<file path="src/inc/strain_regs.svh">
// Functional notes
// RL1 - New sample: scale, update trailing min/max
// RL2 - Separate min and max per channel
// RL3 - Trailing indicators self-initialise at power-up
// RL4 - Forcing reports the fixed value
// RL5 - Digital value: forced value or scaled reading; after command 161 the code shows the unscaled converter word instead
// RL6 - Controller writes force value first, times 1000
// RL7 - Command 171 starts forcing, sets bit 23
// RL8 - Command 170 stops forcing, clears bit 23
// RL9 - Bit 16: both channels valid, filters full
// RL10 - Bit 19: some channel below lower limit
// RL11 - Bit 20: some channel above upper limit
// RL12 - Bit 23: OR of channel forcing flags
// RL13 - Bit 24: internal voltage monitoring active
// RL14 - Bit 30: synchronous exchange with bus head
// RL15 - Status word read-only, reflects live status
// RL16 - Acknowledge channel bit, then module bit
// RL17 - Comparisons are signed, equal width
`ifndef STRAIN_REGS_SVH
`define STRAIN_REGS_SVH
// Global register numbers
`define MSW_ADDR      16'h0000
`define DIG1_ADDR     16'h0002
`define DIG2_ADDR     16'h0003
`define IRQ_STAT_ADDR 16'h000A
`define IRQ_CLR_ADDR  16'h000B
`define IRQ_EN_ADDR   16'h000C
// Channel bases (1100 and 1200)
`define CH1_BASE      16'h044C
`define CH2_BASE      16'h04B0
// Offsets inside a channel block
`define OFS_STATUS    16'h0000
`define OFS_CMD       16'h0001
`define OFS_FORCE     16'h0004
`define OFS_LOWER     16'h0008
`define OFS_UPPER     16'h0009
`define OFS_TMIN      16'h0014
`define OFS_TMAX      16'h0015
`define OFS_GAIN      16'h001E
`define OFS_OFFSET    16'h001F
// Module status word bits
`define MSW_VALID_BIT 16
`define MSW_LOW_BIT   19
`define MSW_HIGH_BIT  20
`define MSW_FORCE_BIT 23
`define MSW_VMON_BIT  24
`define MSW_SYNC_BIT  30
// Channel status bits
`define CST_OK_BIT    1
`define CST_LOW_BIT   19
`define CST_HIGH_BIT  20
`define CST_FORCE_BIT 23
// Reset values
`define CMD_RST       32'h0000_0100
`define FORCE_RST     32'hFFFF_3CB0
`define LOWER_RST     32'hFFFF_3CB0
`define UPPER_RST     32'h0000_C350
`define GAIN_RST      32'h0000_03E8
`define OFFSET_RST    32'h0000_0000
`define TMIN_RST      32'h7FFF_FFFF
`define TMAX_RST      32'h8000_0000
`endif

</file>
<file path="src/inc/strain_pkg.sv">
package strain_pkg;
	// Signed scaled value, thousandths of the unit
	typedef logic signed [31:0] val_t;
	// Channel command codes
	typedef enum logic [31:0] {
		CMD_ACK     = 32'h0000_0006,
		CMD_SCALED  = 32'h0000_00A0,
		CMD_RAW     = 32'h0000_00A1,
		CMD_MEASURE = 32'h0000_00AA,
		CMD_FORCE   = 32'h0000_00AB
	} cmd_e;
endpackage : strain_pkg

</file>
<file path="src/inc/chan_if.sv">
`timescale 1ns/1ps
`default_nettype none
interface chan_if;
	logic                new_sample;  // One-cycle sample strobe
	logic signed [15:0]  raw;         // Converter word
	logic                raw_mode;    // Show unscaled word
	logic                force_on;    // Forcing active
	logic                ack_lo;      // Clear below flag
	logic                ack_hi;      // Clear above flag
	strain_pkg::val_t    force_value; // Forced value
	strain_pkg::val_t    lower;       // Lower limit
	strain_pkg::val_t    upper;       // Upper limit
	strain_pkg::val_t    gain;        // Scale factor
	strain_pkg::val_t    offset;      // Scale offset
	strain_pkg::val_t    digital;     // Reported value
	strain_pkg::val_t    tmin;        // Trailing minimum
	strain_pkg::val_t    tmax;        // Trailing maximum
	logic                below;       // Sticky below flag
	logic                above;       // Sticky above flag
	logic                below_evt;   // Below event pulse
	logic                above_evt;   // Above event pulse
	modport cfg (output new_sample, raw, raw_mode, force_on, ack_lo, ack_hi,
		force_value, lower, upper, gain, offset,
		input digital, tmin, tmax, below, above, below_evt, above_evt);
	modport proc (input new_sample, raw, raw_mode, force_on, ack_lo, ack_hi,
		force_value, lower, upper, gain, offset,
		output digital, tmin, tmax, below, above, below_evt, above_evt);
endinterface : chan_if
`default_nettype wire

</file>
<file path="src/rtl/chan_proc.sv">
`timescale 1ns/1ps
`default_nettype none
`include "strain_regs.svh"
module chan_proc (
	input  wire logic ref_clk,
	input  wire logic rst,
	chan_if.proc      bus
);
	strain_pkg::val_t scaled;            // User-scaled sample
	strain_pkg::val_t meas_q, meas_d;    // Last measured value
	strain_pkg::val_t dig_q, dig_d;      // Reported value
	strain_pkg::val_t tmin_q, tmin_d;    // Trailing minimum
	strain_pkg::val_t tmax_q, tmax_d;    // Trailing maximum
	logic             below_q, below_d;  // Sticky below
	logic             above_q, above_d;  // Sticky above
	logic             lo_hit, hi_hit;    // Limit crossings

	// Scaling; product truncated to the value width
	always_comb begin
		scaled = strain_pkg::val_t'(32'(bus.raw * bus.gain) + bus.offset); // see RL1
		lo_hit = bus.new_sample && (scaled < bus.lower); // see RL17
		hi_hit = bus.new_sample && (scaled > bus.upper); // see RL17
		meas_d = meas_q;
		tmin_d = tmin_q;
		tmax_d = tmax_q;
		if (bus.new_sample) begin
			// Raw mode only changes what is shown
			meas_d = bus.raw_mode ? strain_pkg::val_t'(bus.raw) : scaled; // see RL5
			if (scaled < tmin_q) begin
				tmin_d = scaled; // see RL1
			end
			if (scaled > tmax_q) begin
				tmax_d = scaled; // see RL1
			end
		end
		// Forced value wins over any measurement
		dig_d = bus.force_on ? bus.force_value : meas_d; // see RL4
		// New crossing beats a simultaneous acknowledge
		below_d = (below_q && !bus.ack_lo) || lo_hit;
		above_d = (above_q && !bus.ack_hi) || hi_hit;
	end

	// Registers; indicators start at opposite extremes
	always_ff @(posedge ref_clk or posedge rst) begin
		if (rst) begin
			meas_q  <= '0;
			dig_q   <= '0;
			tmin_q  <= `TMIN_RST; // see RL3
			tmax_q  <= `TMAX_RST; // see RL3
			below_q <= 1'b0;
			above_q <= 1'b0;
		end else begin
			meas_q  <= meas_d;
			dig_q   <= dig_d;
			tmin_q  <= tmin_d;
			tmax_q  <= tmax_d;
			below_q <= below_d;
			above_q <= above_d;
		end
	end

	assign bus.digital   = dig_q;
	assign bus.tmin      = tmin_q;
	assign bus.tmax      = tmax_q;
	assign bus.below     = below_q;
	assign bus.above     = above_q;
	assign bus.below_evt = lo_hit;
	assign bus.above_evt = hi_hit;
endmodule : chan_proc
`default_nettype wire

</file>
<file path="src/rtl/irq_ctrl.sv">
`timescale 1ns/1ps
`default_nettype none
module irq_ctrl (
	input  wire logic       ref_clk,
	input  wire logic       rst,
	input  wire logic [3:0] evt,
	input  wire logic       clr_wr,
	input  wire logic       en_wr,
	input  wire logic [3:0] wdata,
	output logic      [3:0] status,
	output logic      [3:0] enable,
	output logic            irq
);
	logic [3:0] stat_q, stat_d; // Sticky events
	logic [3:0] en_q, en_d;     // Event enables
	logic       irq_q, irq_d;   // Level output

	// Ones written to the clear register drop bits; events win
	always_comb begin
		stat_d = (stat_q & ~(clr_wr ? wdata : 4'h0)) | evt;
		en_d   = en_wr ? wdata : en_q;
		// Next values used so the line follows without lag
		irq_d  = |(stat_d & en_d);
	end

	// Register stage
	always_ff @(posedge ref_clk or posedge rst) begin
		if (rst) begin
			stat_q <= 4'h0;
			en_q   <= 4'h0;
			irq_q  <= 1'b0;
		end else begin
			stat_q <= stat_d;
			en_q   <= en_d;
			irq_q  <= irq_d;
		end
	end

	assign status = stat_q;
	assign enable = en_q;
	assign irq    = irq_q;
endmodule : irq_ctrl
`default_nettype wire

</file>
<file path="src/rtl/strain_status_top.sv">
`timescale 1ns/1ps
`default_nettype none
`include "strain_regs.svh"
module strain_status_top (
	input  wire logic             ref_clk,
	input  wire logic             rst,
	// Register port
	input  wire logic [15:0]      reg_addr,
	input  wire logic [31:0]      reg_wdata,
	input  wire logic             reg_wr,
	input  wire logic             reg_rd,
	output logic      [31:0]      reg_rdata,
	// Interrupt line
	output logic                  irq,
	// Converter side, same clock
	input  wire logic [1:0]       sample_valid,
	input  wire logic [1:0][15:0] sample_data,
	input  wire logic [1:0]       reading_ok,
	input  wire logic [1:0]       filter_full,
	// Module conditions, same clock
	input  wire logic             vmon_active,
	input  wire logic             sync_exchange
);
	// Per-channel configuration
	strain_pkg::val_t cmd_q [2];     // Last command
	strain_pkg::val_t cmd_d [2];
	strain_pkg::val_t force_q [2];   // Force value
	strain_pkg::val_t force_d [2];
	strain_pkg::val_t lower_q [2];   // Lower limit
	strain_pkg::val_t lower_d [2];
	strain_pkg::val_t upper_q [2];   // Upper limit
	strain_pkg::val_t upper_d [2];
	strain_pkg::val_t gain_q [2];    // Scale factor
	strain_pkg::val_t gain_d [2];
	strain_pkg::val_t offset_q [2];  // Scale offset
	strain_pkg::val_t offset_d [2];
	logic [1:0]       force_on_q;    // Forcing flags
	logic [1:0]       force_on_d;
	logic [1:0]       raw_mode_q;    // Unscaled display
	logic [1:0]       raw_mode_d;
	logic [1:0]       ack_lo;        // Below acknowledge
	logic [1:0]       ack_hi;        // Above acknowledge

	// Status and read path
	logic [31:0]      msw_q, msw_d;  // Module status word
	logic [31:0]      rdata_q, rdata_d;
	logic [31:0]      cst [2];       // Channel status words
	logic [3:0]       evt;           // Limit events
	logic [3:0]       irq_stat;      // Sticky events
	logic [3:0]       irq_en;        // Enables
	logic             irq_line;      // From irq block

	// Per-channel results copied out of the interface array;
	// an instance array only takes constant indices in loops
	strain_pkg::val_t tmin_w [2];    // Trailing minima
	strain_pkg::val_t tmax_w [2];    // Trailing maxima
	logic [1:0]       below_w;       // Sticky below flags
	logic [1:0]       above_w;       // Sticky above flags

	chan_if cif [2] ();

	// True when the address selects a register of a channel
	function automatic logic hit(input logic [15:0] a, input logic c, input logic [15:0] off);
		logic [15:0] base;
		base = c ? `CH2_BASE : `CH1_BASE;
		return a == 16'(base + off);
	endfunction : hit

	// Channel processors
	for (genvar g = 0; g < 2; g++) begin : g_chan
		chan_proc u_proc (
			.ref_clk (ref_clk),
			.rst     (rst),
			.bus     (cif[g])
		);
		assign cif[g].new_sample  = sample_valid[g];
		assign cif[g].raw         = sample_data[g];
		assign cif[g].raw_mode    = raw_mode_q[g];
		assign cif[g].force_on    = force_on_q[g]; // see RL4
		assign cif[g].ack_lo      = ack_lo[g];
		assign cif[g].ack_hi      = ack_hi[g];
		assign cif[g].force_value = force_q[g];
		assign cif[g].lower       = lower_q[g];
		assign cif[g].upper       = upper_q[g];
		assign cif[g].gain        = gain_q[g];
		assign cif[g].offset      = offset_q[g];
		// Two events per channel, low then high
		assign evt[2*g]           = cif[g].below_evt;
		assign evt[2*g+1]         = cif[g].above_evt;
		// Plain arrays for the loops of the read path
		assign tmin_w[g]          = cif[g].tmin;
		assign tmax_w[g]          = cif[g].tmax;
		assign below_w[g]         = cif[g].below;
		assign above_w[g]         = cif[g].above;
	end

	// Event collection and interrupt line
	irq_ctrl u_irq (
		.ref_clk (ref_clk),
		.rst     (rst),
		.evt     (evt),
		.clr_wr  (reg_wr && (reg_addr == `IRQ_CLR_ADDR)),
		.en_wr   (reg_wr && (reg_addr == `IRQ_EN_ADDR)),
		.wdata   (reg_wdata[3:0]),
		.status  (irq_stat),
		.enable  (irq_en),
		.irq     (irq_line)
	);

	// Configuration writes and command decode
	always_comb begin
		for (int c = 0; c < 2; c++) begin
			cmd_d[c]      = cmd_q[c];
			force_d[c]    = force_q[c];
			lower_d[c]    = lower_q[c];
			upper_d[c]    = upper_q[c];
			gain_d[c]     = gain_q[c];
			offset_d[c]   = offset_q[c];
			force_on_d[c] = force_on_q[c];
			raw_mode_d[c] = raw_mode_q[c];
			ack_lo[c]     = 1'b0;
			ack_hi[c]     = 1'b0;
			if (reg_wr) begin
				// Force value must be loaded before 171 is sent
				if (hit(reg_addr, 1'(c), `OFS_FORCE)) begin
					force_d[c] = reg_wdata; // see RL6
				end
				if (hit(reg_addr, 1'(c), `OFS_LOWER)) begin
					lower_d[c] = reg_wdata;
				end
				if (hit(reg_addr, 1'(c), `OFS_UPPER)) begin
					upper_d[c] = reg_wdata;
				end
				if (hit(reg_addr, 1'(c), `OFS_GAIN)) begin
					gain_d[c] = reg_wdata;
				end
				if (hit(reg_addr, 1'(c), `OFS_OFFSET)) begin
					offset_d[c] = reg_wdata;
				end
				// Deleting a limit bit means writing it as zero
				if (hit(reg_addr, 1'(c), `OFS_STATUS)) begin
					ack_lo[c] = !reg_wdata[`CST_LOW_BIT]; // see RL16
					ack_hi[c] = !reg_wdata[`CST_HIGH_BIT]; // see RL16
				end
				if (hit(reg_addr, 1'(c), `OFS_CMD)) begin
					cmd_d[c] = reg_wdata;
					case (reg_wdata)
						strain_pkg::CMD_FORCE: begin
							force_on_d[c] = 1'b1; // see RL7
						end
						strain_pkg::CMD_MEASURE: begin
							force_on_d[c] = 1'b0; // see RL8
						end
						strain_pkg::CMD_SCALED: begin
							raw_mode_d[c] = 1'b0;
						end
						strain_pkg::CMD_RAW: begin
							raw_mode_d[c] = 1'b1;
						end
						strain_pkg::CMD_ACK: begin
							// Collective acknowledge drops both limit bits
							ack_lo[c] = 1'b1;
							ack_hi[c] = 1'b1;
						end
						default: begin
							// Other codes are only stored
							cmd_d[c] = reg_wdata;
						end
					endcase
				end
			end
		end
	end

	// Configuration registers
	always_ff @(posedge ref_clk or posedge rst) begin
		if (rst) begin
			for (int c = 0; c < 2; c++) begin
				cmd_q[c]    <= `CMD_RST;
				force_q[c]  <= `FORCE_RST;
				lower_q[c]  <= `LOWER_RST;
				upper_q[c]  <= `UPPER_RST;
				gain_q[c]   <= `GAIN_RST;
				offset_q[c] <= `OFFSET_RST;
			end
			force_on_q <= 2'h0;
			raw_mode_q <= 2'h0;
		end else begin
			for (int c = 0; c < 2; c++) begin
				cmd_q[c]    <= cmd_d[c];
				force_q[c]  <= force_d[c];
				lower_q[c]  <= lower_d[c];
				upper_q[c]  <= upper_d[c];
				gain_q[c]   <= gain_d[c];
				offset_q[c] <= offset_d[c];
			end
			force_on_q <= force_on_d;
			raw_mode_q <= raw_mode_d;
		end
	end

	// Channel status words, built from live state
	always_comb begin
		for (int c = 0; c < 2; c++) begin
			cst[c]                 = 32'h0000_0000;
			cst[c][`CST_OK_BIT]    = reading_ok[c];
			cst[c][`CST_LOW_BIT]   = below_w[c];
			cst[c][`CST_HIGH_BIT]  = above_w[c];
			cst[c][`CST_FORCE_BIT] = force_on_q[c]; // see RL7
		end
	end

	// Module status word follows the channel state, so the
	// module bits drop once the channel bits are deleted
	always_comb begin
		msw_d                 = 32'h0000_0000;
		msw_d[`MSW_VALID_BIT] = &(reading_ok & filter_full); // see RL9
		msw_d[`MSW_LOW_BIT]   = cif[0].below | cif[1].below; // see RL10
		msw_d[`MSW_HIGH_BIT]  = cif[0].above | cif[1].above; // see RL11
		msw_d[`MSW_FORCE_BIT] = |force_on_q; // see RL12
		msw_d[`MSW_VMON_BIT]  = vmon_active; // see RL13
		msw_d[`MSW_SYNC_BIT]  = sync_exchange; // see RL14
	end

	// Status word register; no write path reaches it
	always_ff @(posedge ref_clk or posedge rst) begin
		if (rst) begin
			msw_q <= 32'h0000_0000; // see RL15
		end else begin
			msw_q <= msw_d; // see RL15
		end
	end

	// Read mux; data stand for the one cycle after the strobe
	always_comb begin
		rdata_d = 32'h0000_0000;
		if (reg_rd) begin
			case (reg_addr)
				`MSW_ADDR: begin
					rdata_d = msw_q;
				end
				`DIG1_ADDR: begin
					rdata_d = cif[0].digital; // see RL5
				end
				`DIG2_ADDR: begin
					rdata_d = cif[1].digital; // see RL5
				end
				`IRQ_STAT_ADDR: begin
					rdata_d = {28'h000_0000, irq_stat};
				end
				`IRQ_EN_ADDR: begin
					rdata_d = {28'h000_0000, irq_en};
				end
				default: begin
					// Unmapped and write-only addresses read zero
					rdata_d = 32'h0000_0000;
				end
			endcase
			for (int c = 0; c < 2; c++) begin
				if (hit(reg_addr, 1'(c), `OFS_STATUS)) begin
					rdata_d = cst[c];
				end
				if (hit(reg_addr, 1'(c), `OFS_CMD)) begin
					rdata_d = cmd_q[c];
				end
				if (hit(reg_addr, 1'(c), `OFS_FORCE)) begin
					rdata_d = force_q[c];
				end
				if (hit(reg_addr, 1'(c), `OFS_LOWER)) begin
					rdata_d = lower_q[c];
				end
				if (hit(reg_addr, 1'(c), `OFS_UPPER)) begin
					rdata_d = upper_q[c];
				end
				// Both indicators kept apart per channel
				if (hit(reg_addr, 1'(c), `OFS_TMIN)) begin
					rdata_d = tmin_w[c]; // see RL2
				end
				if (hit(reg_addr, 1'(c), `OFS_TMAX)) begin
					rdata_d = tmax_w[c]; // see RL2
				end
				if (hit(reg_addr, 1'(c), `OFS_GAIN)) begin
					rdata_d = gain_q[c];
				end
				if (hit(reg_addr, 1'(c), `OFS_OFFSET)) begin
					rdata_d = offset_q[c];
				end
			end
		end
	end

	// Read data register
	always_ff @(posedge ref_clk or posedge rst) begin
		if (rst) begin
			rdata_q <= 32'h0000_0000;
		end else begin
			rdata_q <= rdata_d;
		end
	end

	assign reg_rdata = rdata_q;
	assign irq       = irq_line;
endmodule : strain_status_top
`default_nettype wire

</file>
<file path="config.mk">
export PLATFORM = sky130hd
export DESIGN_NAME = strain_status_top
export DESIGN_NICKNAME = d
export VERILOG_FILES = /design/src/inc/strain_pkg.sv /design/src/inc/chan_if.sv /design/src/rtl/chan_proc.sv /design/src/rtl/irq_ctrl.sv /design/src/rtl/strain_status_top.sv
export VERILOG_INCLUDE_DIRS = /design/src /design/src/inc
export SDC_FILE = /design/constraint.sdc
export NUM_CORES = 2
export LEC_CHECK = 0
export ABC_AREA = 0
export BUFFER_PORTS_ARGS = -buffer_cell sky130_fd_sc_hd__buf_2
export CAP_MARGIN = 30
export CORE_MARGIN = 8
export CORE_UTILIZATION = 64
export CTS_BUF_LIST = sky130_fd_sc_hd__clkbuf_16
export CTS_CLUSTER_SIZE = 20
export DETAILED_ROUTE_END_ITERATION = 8
export PLACE_DENSITY_LB_ADDON = 0.12
export SYNTH_ARGS = -nofsm -noshare
export SYNTH_HDL_FRONTEND = slang
export SYNTH_SLANG_ARGS = --single-unit
</file>
<file path="constraint.sdc">
create_clock -name ref_clk -period 30.1 [get_ports ref_clk]
set_input_delay 3.01 -clock ref_clk [delete_from_list [all_inputs] [get_ports ref_clk]]
set_output_delay 3.01 -clock ref_clk [all_outputs]
set_load 0.01 [all_outputs]
</file>
==> impl_metrics.json <==
{
  "critPathLaunch": "sample_data[17]",
  "synth_xor_area_share_pct": 1.60,
  "drt_iter0_drc": 5550,
  "synth_edf_count": 0,
  "synth_fa_ha_area_share_pct": 30.2,
  "maxSlewViolCount": 0,
  "r2r_start": "cif[0].gain[10]",
  "cts_sinks": 695,
  "end_kind": "flip-flop",
  "synth_top_area_share_pct": 21.3,
  "finalCritPeriodShare_pct": 42.0,
  "path_common_cell": "fa_1",
  "drv_cap": 0,
  "drc": 0,
  "grt_pass1_vias": 50797,
  "yosysMostFrequentCell": "inv_1",
  "hp-class": "flip-flop to flip-flop",
  "arrival_ns": 13.17,
  "numPortBuffers": 124,
  "finalHoldViolCount": 0,
  "yosys.area_share.simple_pct": 12.3,
  "postCtsSetupRepairBufs": 0,
  "regToRegSetupSlack_ns": 19.72,
  "antenna_found_initial": 10,
  "critPathCapture": "u_irq.irq",
  "postRouteAntennaNets": 0,
  "tns_ns": 0,
  "synth-async-reset-ratio_pct": 100,
  "grt.overflow.total": 0,
  "leakagePower_nw": 33.0,
  "cts_hold_buffers": 0,
  "die_w_um": 329,
  "wl_per_cell_um": 27.0,
  "rsz0062_at_grt": "no",
  "r2r_cells": 31,
  "netlist_area_um2": 62900,
  "clockBufferDepth": 3,
  "cpPeakStageDelay_ns": 0.73,
  "boundaryPins": 125,
  "synth_top_family_by_area": "adder cells",
  "crit_required_ns": 30.64,
  "viasPerCell": 6.39,
  "ys_seq_area_share_pct": 28.0,
  "syn_area_per_cell_um2": 9.88,
  "syn_inst": 6363,
  "fillers": 7753,
  "fin_area_um2": 67600,
  "drive_gt1_share_pct": 16.5,
  "core_um2": 97800,
  "outcome": "finished clean",
  "timing.rr.end": "u_irq.irq",
  "synth-compound-area-share_pct": 9.35,
  "setup_viol": 0,
  "num_rows": 115,
  "cp-start-kind": "primary input",
  "max_slew_margin_pct": 24.0,
  "layout.nets": 7551,
  "criticalPathCategory": "primary input to flip-flop",
  "final_cells": 7706,
  "die-area_um2": 109000,
  "ys_seq_elements": 695,
  "synthToLayoutAreaGrowth_pct": 7.51,
  "routed_wl_mm": 208,
  "gp_congestion": 1.00,
  "path_clk_slew_ns": 0.06,
  "grt_util_all_layers_pct": 38.8,
  "cts_tree": "done",
  "grt_max_degree": 181,
  "grt_first_pass_wirelength_mm": 317,
  "cts.repair.resized": 0,
  "synthesis.yosys.warnings": 0,
  "worstMarginPinSlew_ns": 1.14,
  "initial_core_util_pct": 64.2,
  "cts-root-buf": "clkbuf_16",
  "dp_slack_ns": 17.06,
  "dp.cells": 7547,
  "clock_skew_ns": 0.0501,
  "synth_commonest_cells": "inv_1 (1,037), fa_1 (668), nand2_1 (612)",
  "synthMuxAreaShare_pct": 10.2,
  "synthFlopType": "dfrtp_1",
  "crit_path_top_delay_cell": "or4b_1",
  "synth.net_count": 7569,
  "synthDistinctLibCells": 89,
  "power-per-cell-area_nw_per_um2": 37.2,
  "irDropWorstVdd_mv": 0.0572,
  "numCtsBuffers": 81,
  "h-tree-depth": 3,
  "synth.area.top_cells": "fa_1 (21%), dfrtp_1 (20%), ha_1 (8.9%)",
  "fin_hold_ws_ns": 0.482,
  "die_h_um": 329,
  "post-route-min-period_ns": 12.63,
  "crit_fanout": 32,
  "layout_setup_ws_ns": 17.47,
  "fmaxAchievable_ghz": 0.0792,
  "first_pass_iters": 7,
  "clock_latency_ns": 0.67,
  "yosys.area.top_type": "fa_1",
  "placed_area_um2": 64900,
  "dp_hpwl_mm": 156,
  "vias": 49241
}
-- critical path, delay by kind of cell --
kind	cells	cell delay, ns
compound gates	4	1.15
fa+ha+maj	8	3.72
mux	1	0.60
buf+inv	4	0.87
simple gates	12	3.78
-- flip-flops by register name (all words and copies together) (netlist names), 4 cells and up --
| register | count |
|---|---|
| g_chan.u_proc.bus.digital | 64 |
| cif.lower | 64 |
| cif.gain | 64 |
| g_chan.u_proc.bus.tmin | 64 |
| msw_q | 6 |
| cif.upper | 64 |
| cif.offset | 64 |
| cif.force_value | 64 |
| g_chan.u_proc.bus.tmax | 64 |
| cmd_q | 64 |
| reg_rdata | 32 |
| g_chan.u_proc.meas_q | 64 |
| u_irq.enable | 4 |
| u_irq.status | 4 |
-- cells by family (layout without fill, tap and decap cells) --
family                   Yosys count  after routing
other                              0              6
multiplexers                     575            575
adder cells (fa/ha/maj)         1114           1114
XOR/XNOR                         114            114
buffers and inverters           1383           1433
flip-flops                       695            695
AND/OR/NAND/NOR                 1590           1590
AO/OA/AOI/OAI                    892            892
-- cells in the final DEF (no fill, tap or decap), types with 124 or more instances in the layout --
cell type,synthesis,final
mux2_2,461,461
dfrtp_1,513,513
nand2_1,612,611
and2_1,341,340
ha_1,446,446
a21oi_1,241,241
nor2_1,273,269
o21ai_0,136,136
fa_1,668,668
buf_2,18,124
dfstp_2,182,182
inv_1,1037,1055
-- metal layers --
metal	vias up	part of all wire, %	wire length (um)	global-route usage [%]
met1	24949	40	83100	54.1
li1	20871	-	-	-
met2	2878	42	87200	55.5
met3	537	13	27000	12.9
met4	6	5.0	10500	16.4
met5	-	0.020	41	0
-- final cells by class --
type / count / area, um^2 / area share [%]
clock buffer: 83 / 2080 / 3.07
antenna: 6 / 15.0 / 0.0222
clock inverter: 68 / 596 / 0.881
multi-input combinational: 4285 / 40200 / 59.4
sequential: 695 / 17600 / 26.1
timing repair buffer: 242 / 1580 / 2.34
inverter: 1040 / 3910 / 5.79
tap: 1287 / 1610 / 2.38
-- how the worst min path moves through the flow --
stage | start | end | slack, ns | cells past startpoint
4_1_cts | cmd_q[2] | cmd_q[2] | 0.48 | 2
3_3_place_gp | cmd_q[0] | cmd_q[0] | 0.46 | 2
2_1_floorplan | g_chan[0].u_proc.meas_q[30] | g_chan[0].u_proc.meas_q[30] | 0.45 | 1
6_report | cif[0].upper[1] | cif[0].upper[1] | 0.48 | 2
3_5_place_dp | cif[0].upper[1] | cif[0].upper[1] | 0.47 | 2
5_1_grt | cmd_q[2] | cmd_q[2] | 0.50 | 2
-- power breakdown --
part / total, mW / switching (mW) / internal, mW
combinational: 0.454 / 0.278 / 0.175
sequential: 1.07 / 0.0508 / 1.02
clock: 0.997 / 0.431 / 0.566
-- per-stage QoR --
step	total power, mW	util [%]
after floorplan	1.36	-
after global placement	1.51	66.2
after detailed placement	1.52	66.3
after CTS	2.51	69.0
after global routing	2.60	69.1
final	2.52	69.1
(Power assumes the default switching activity.)
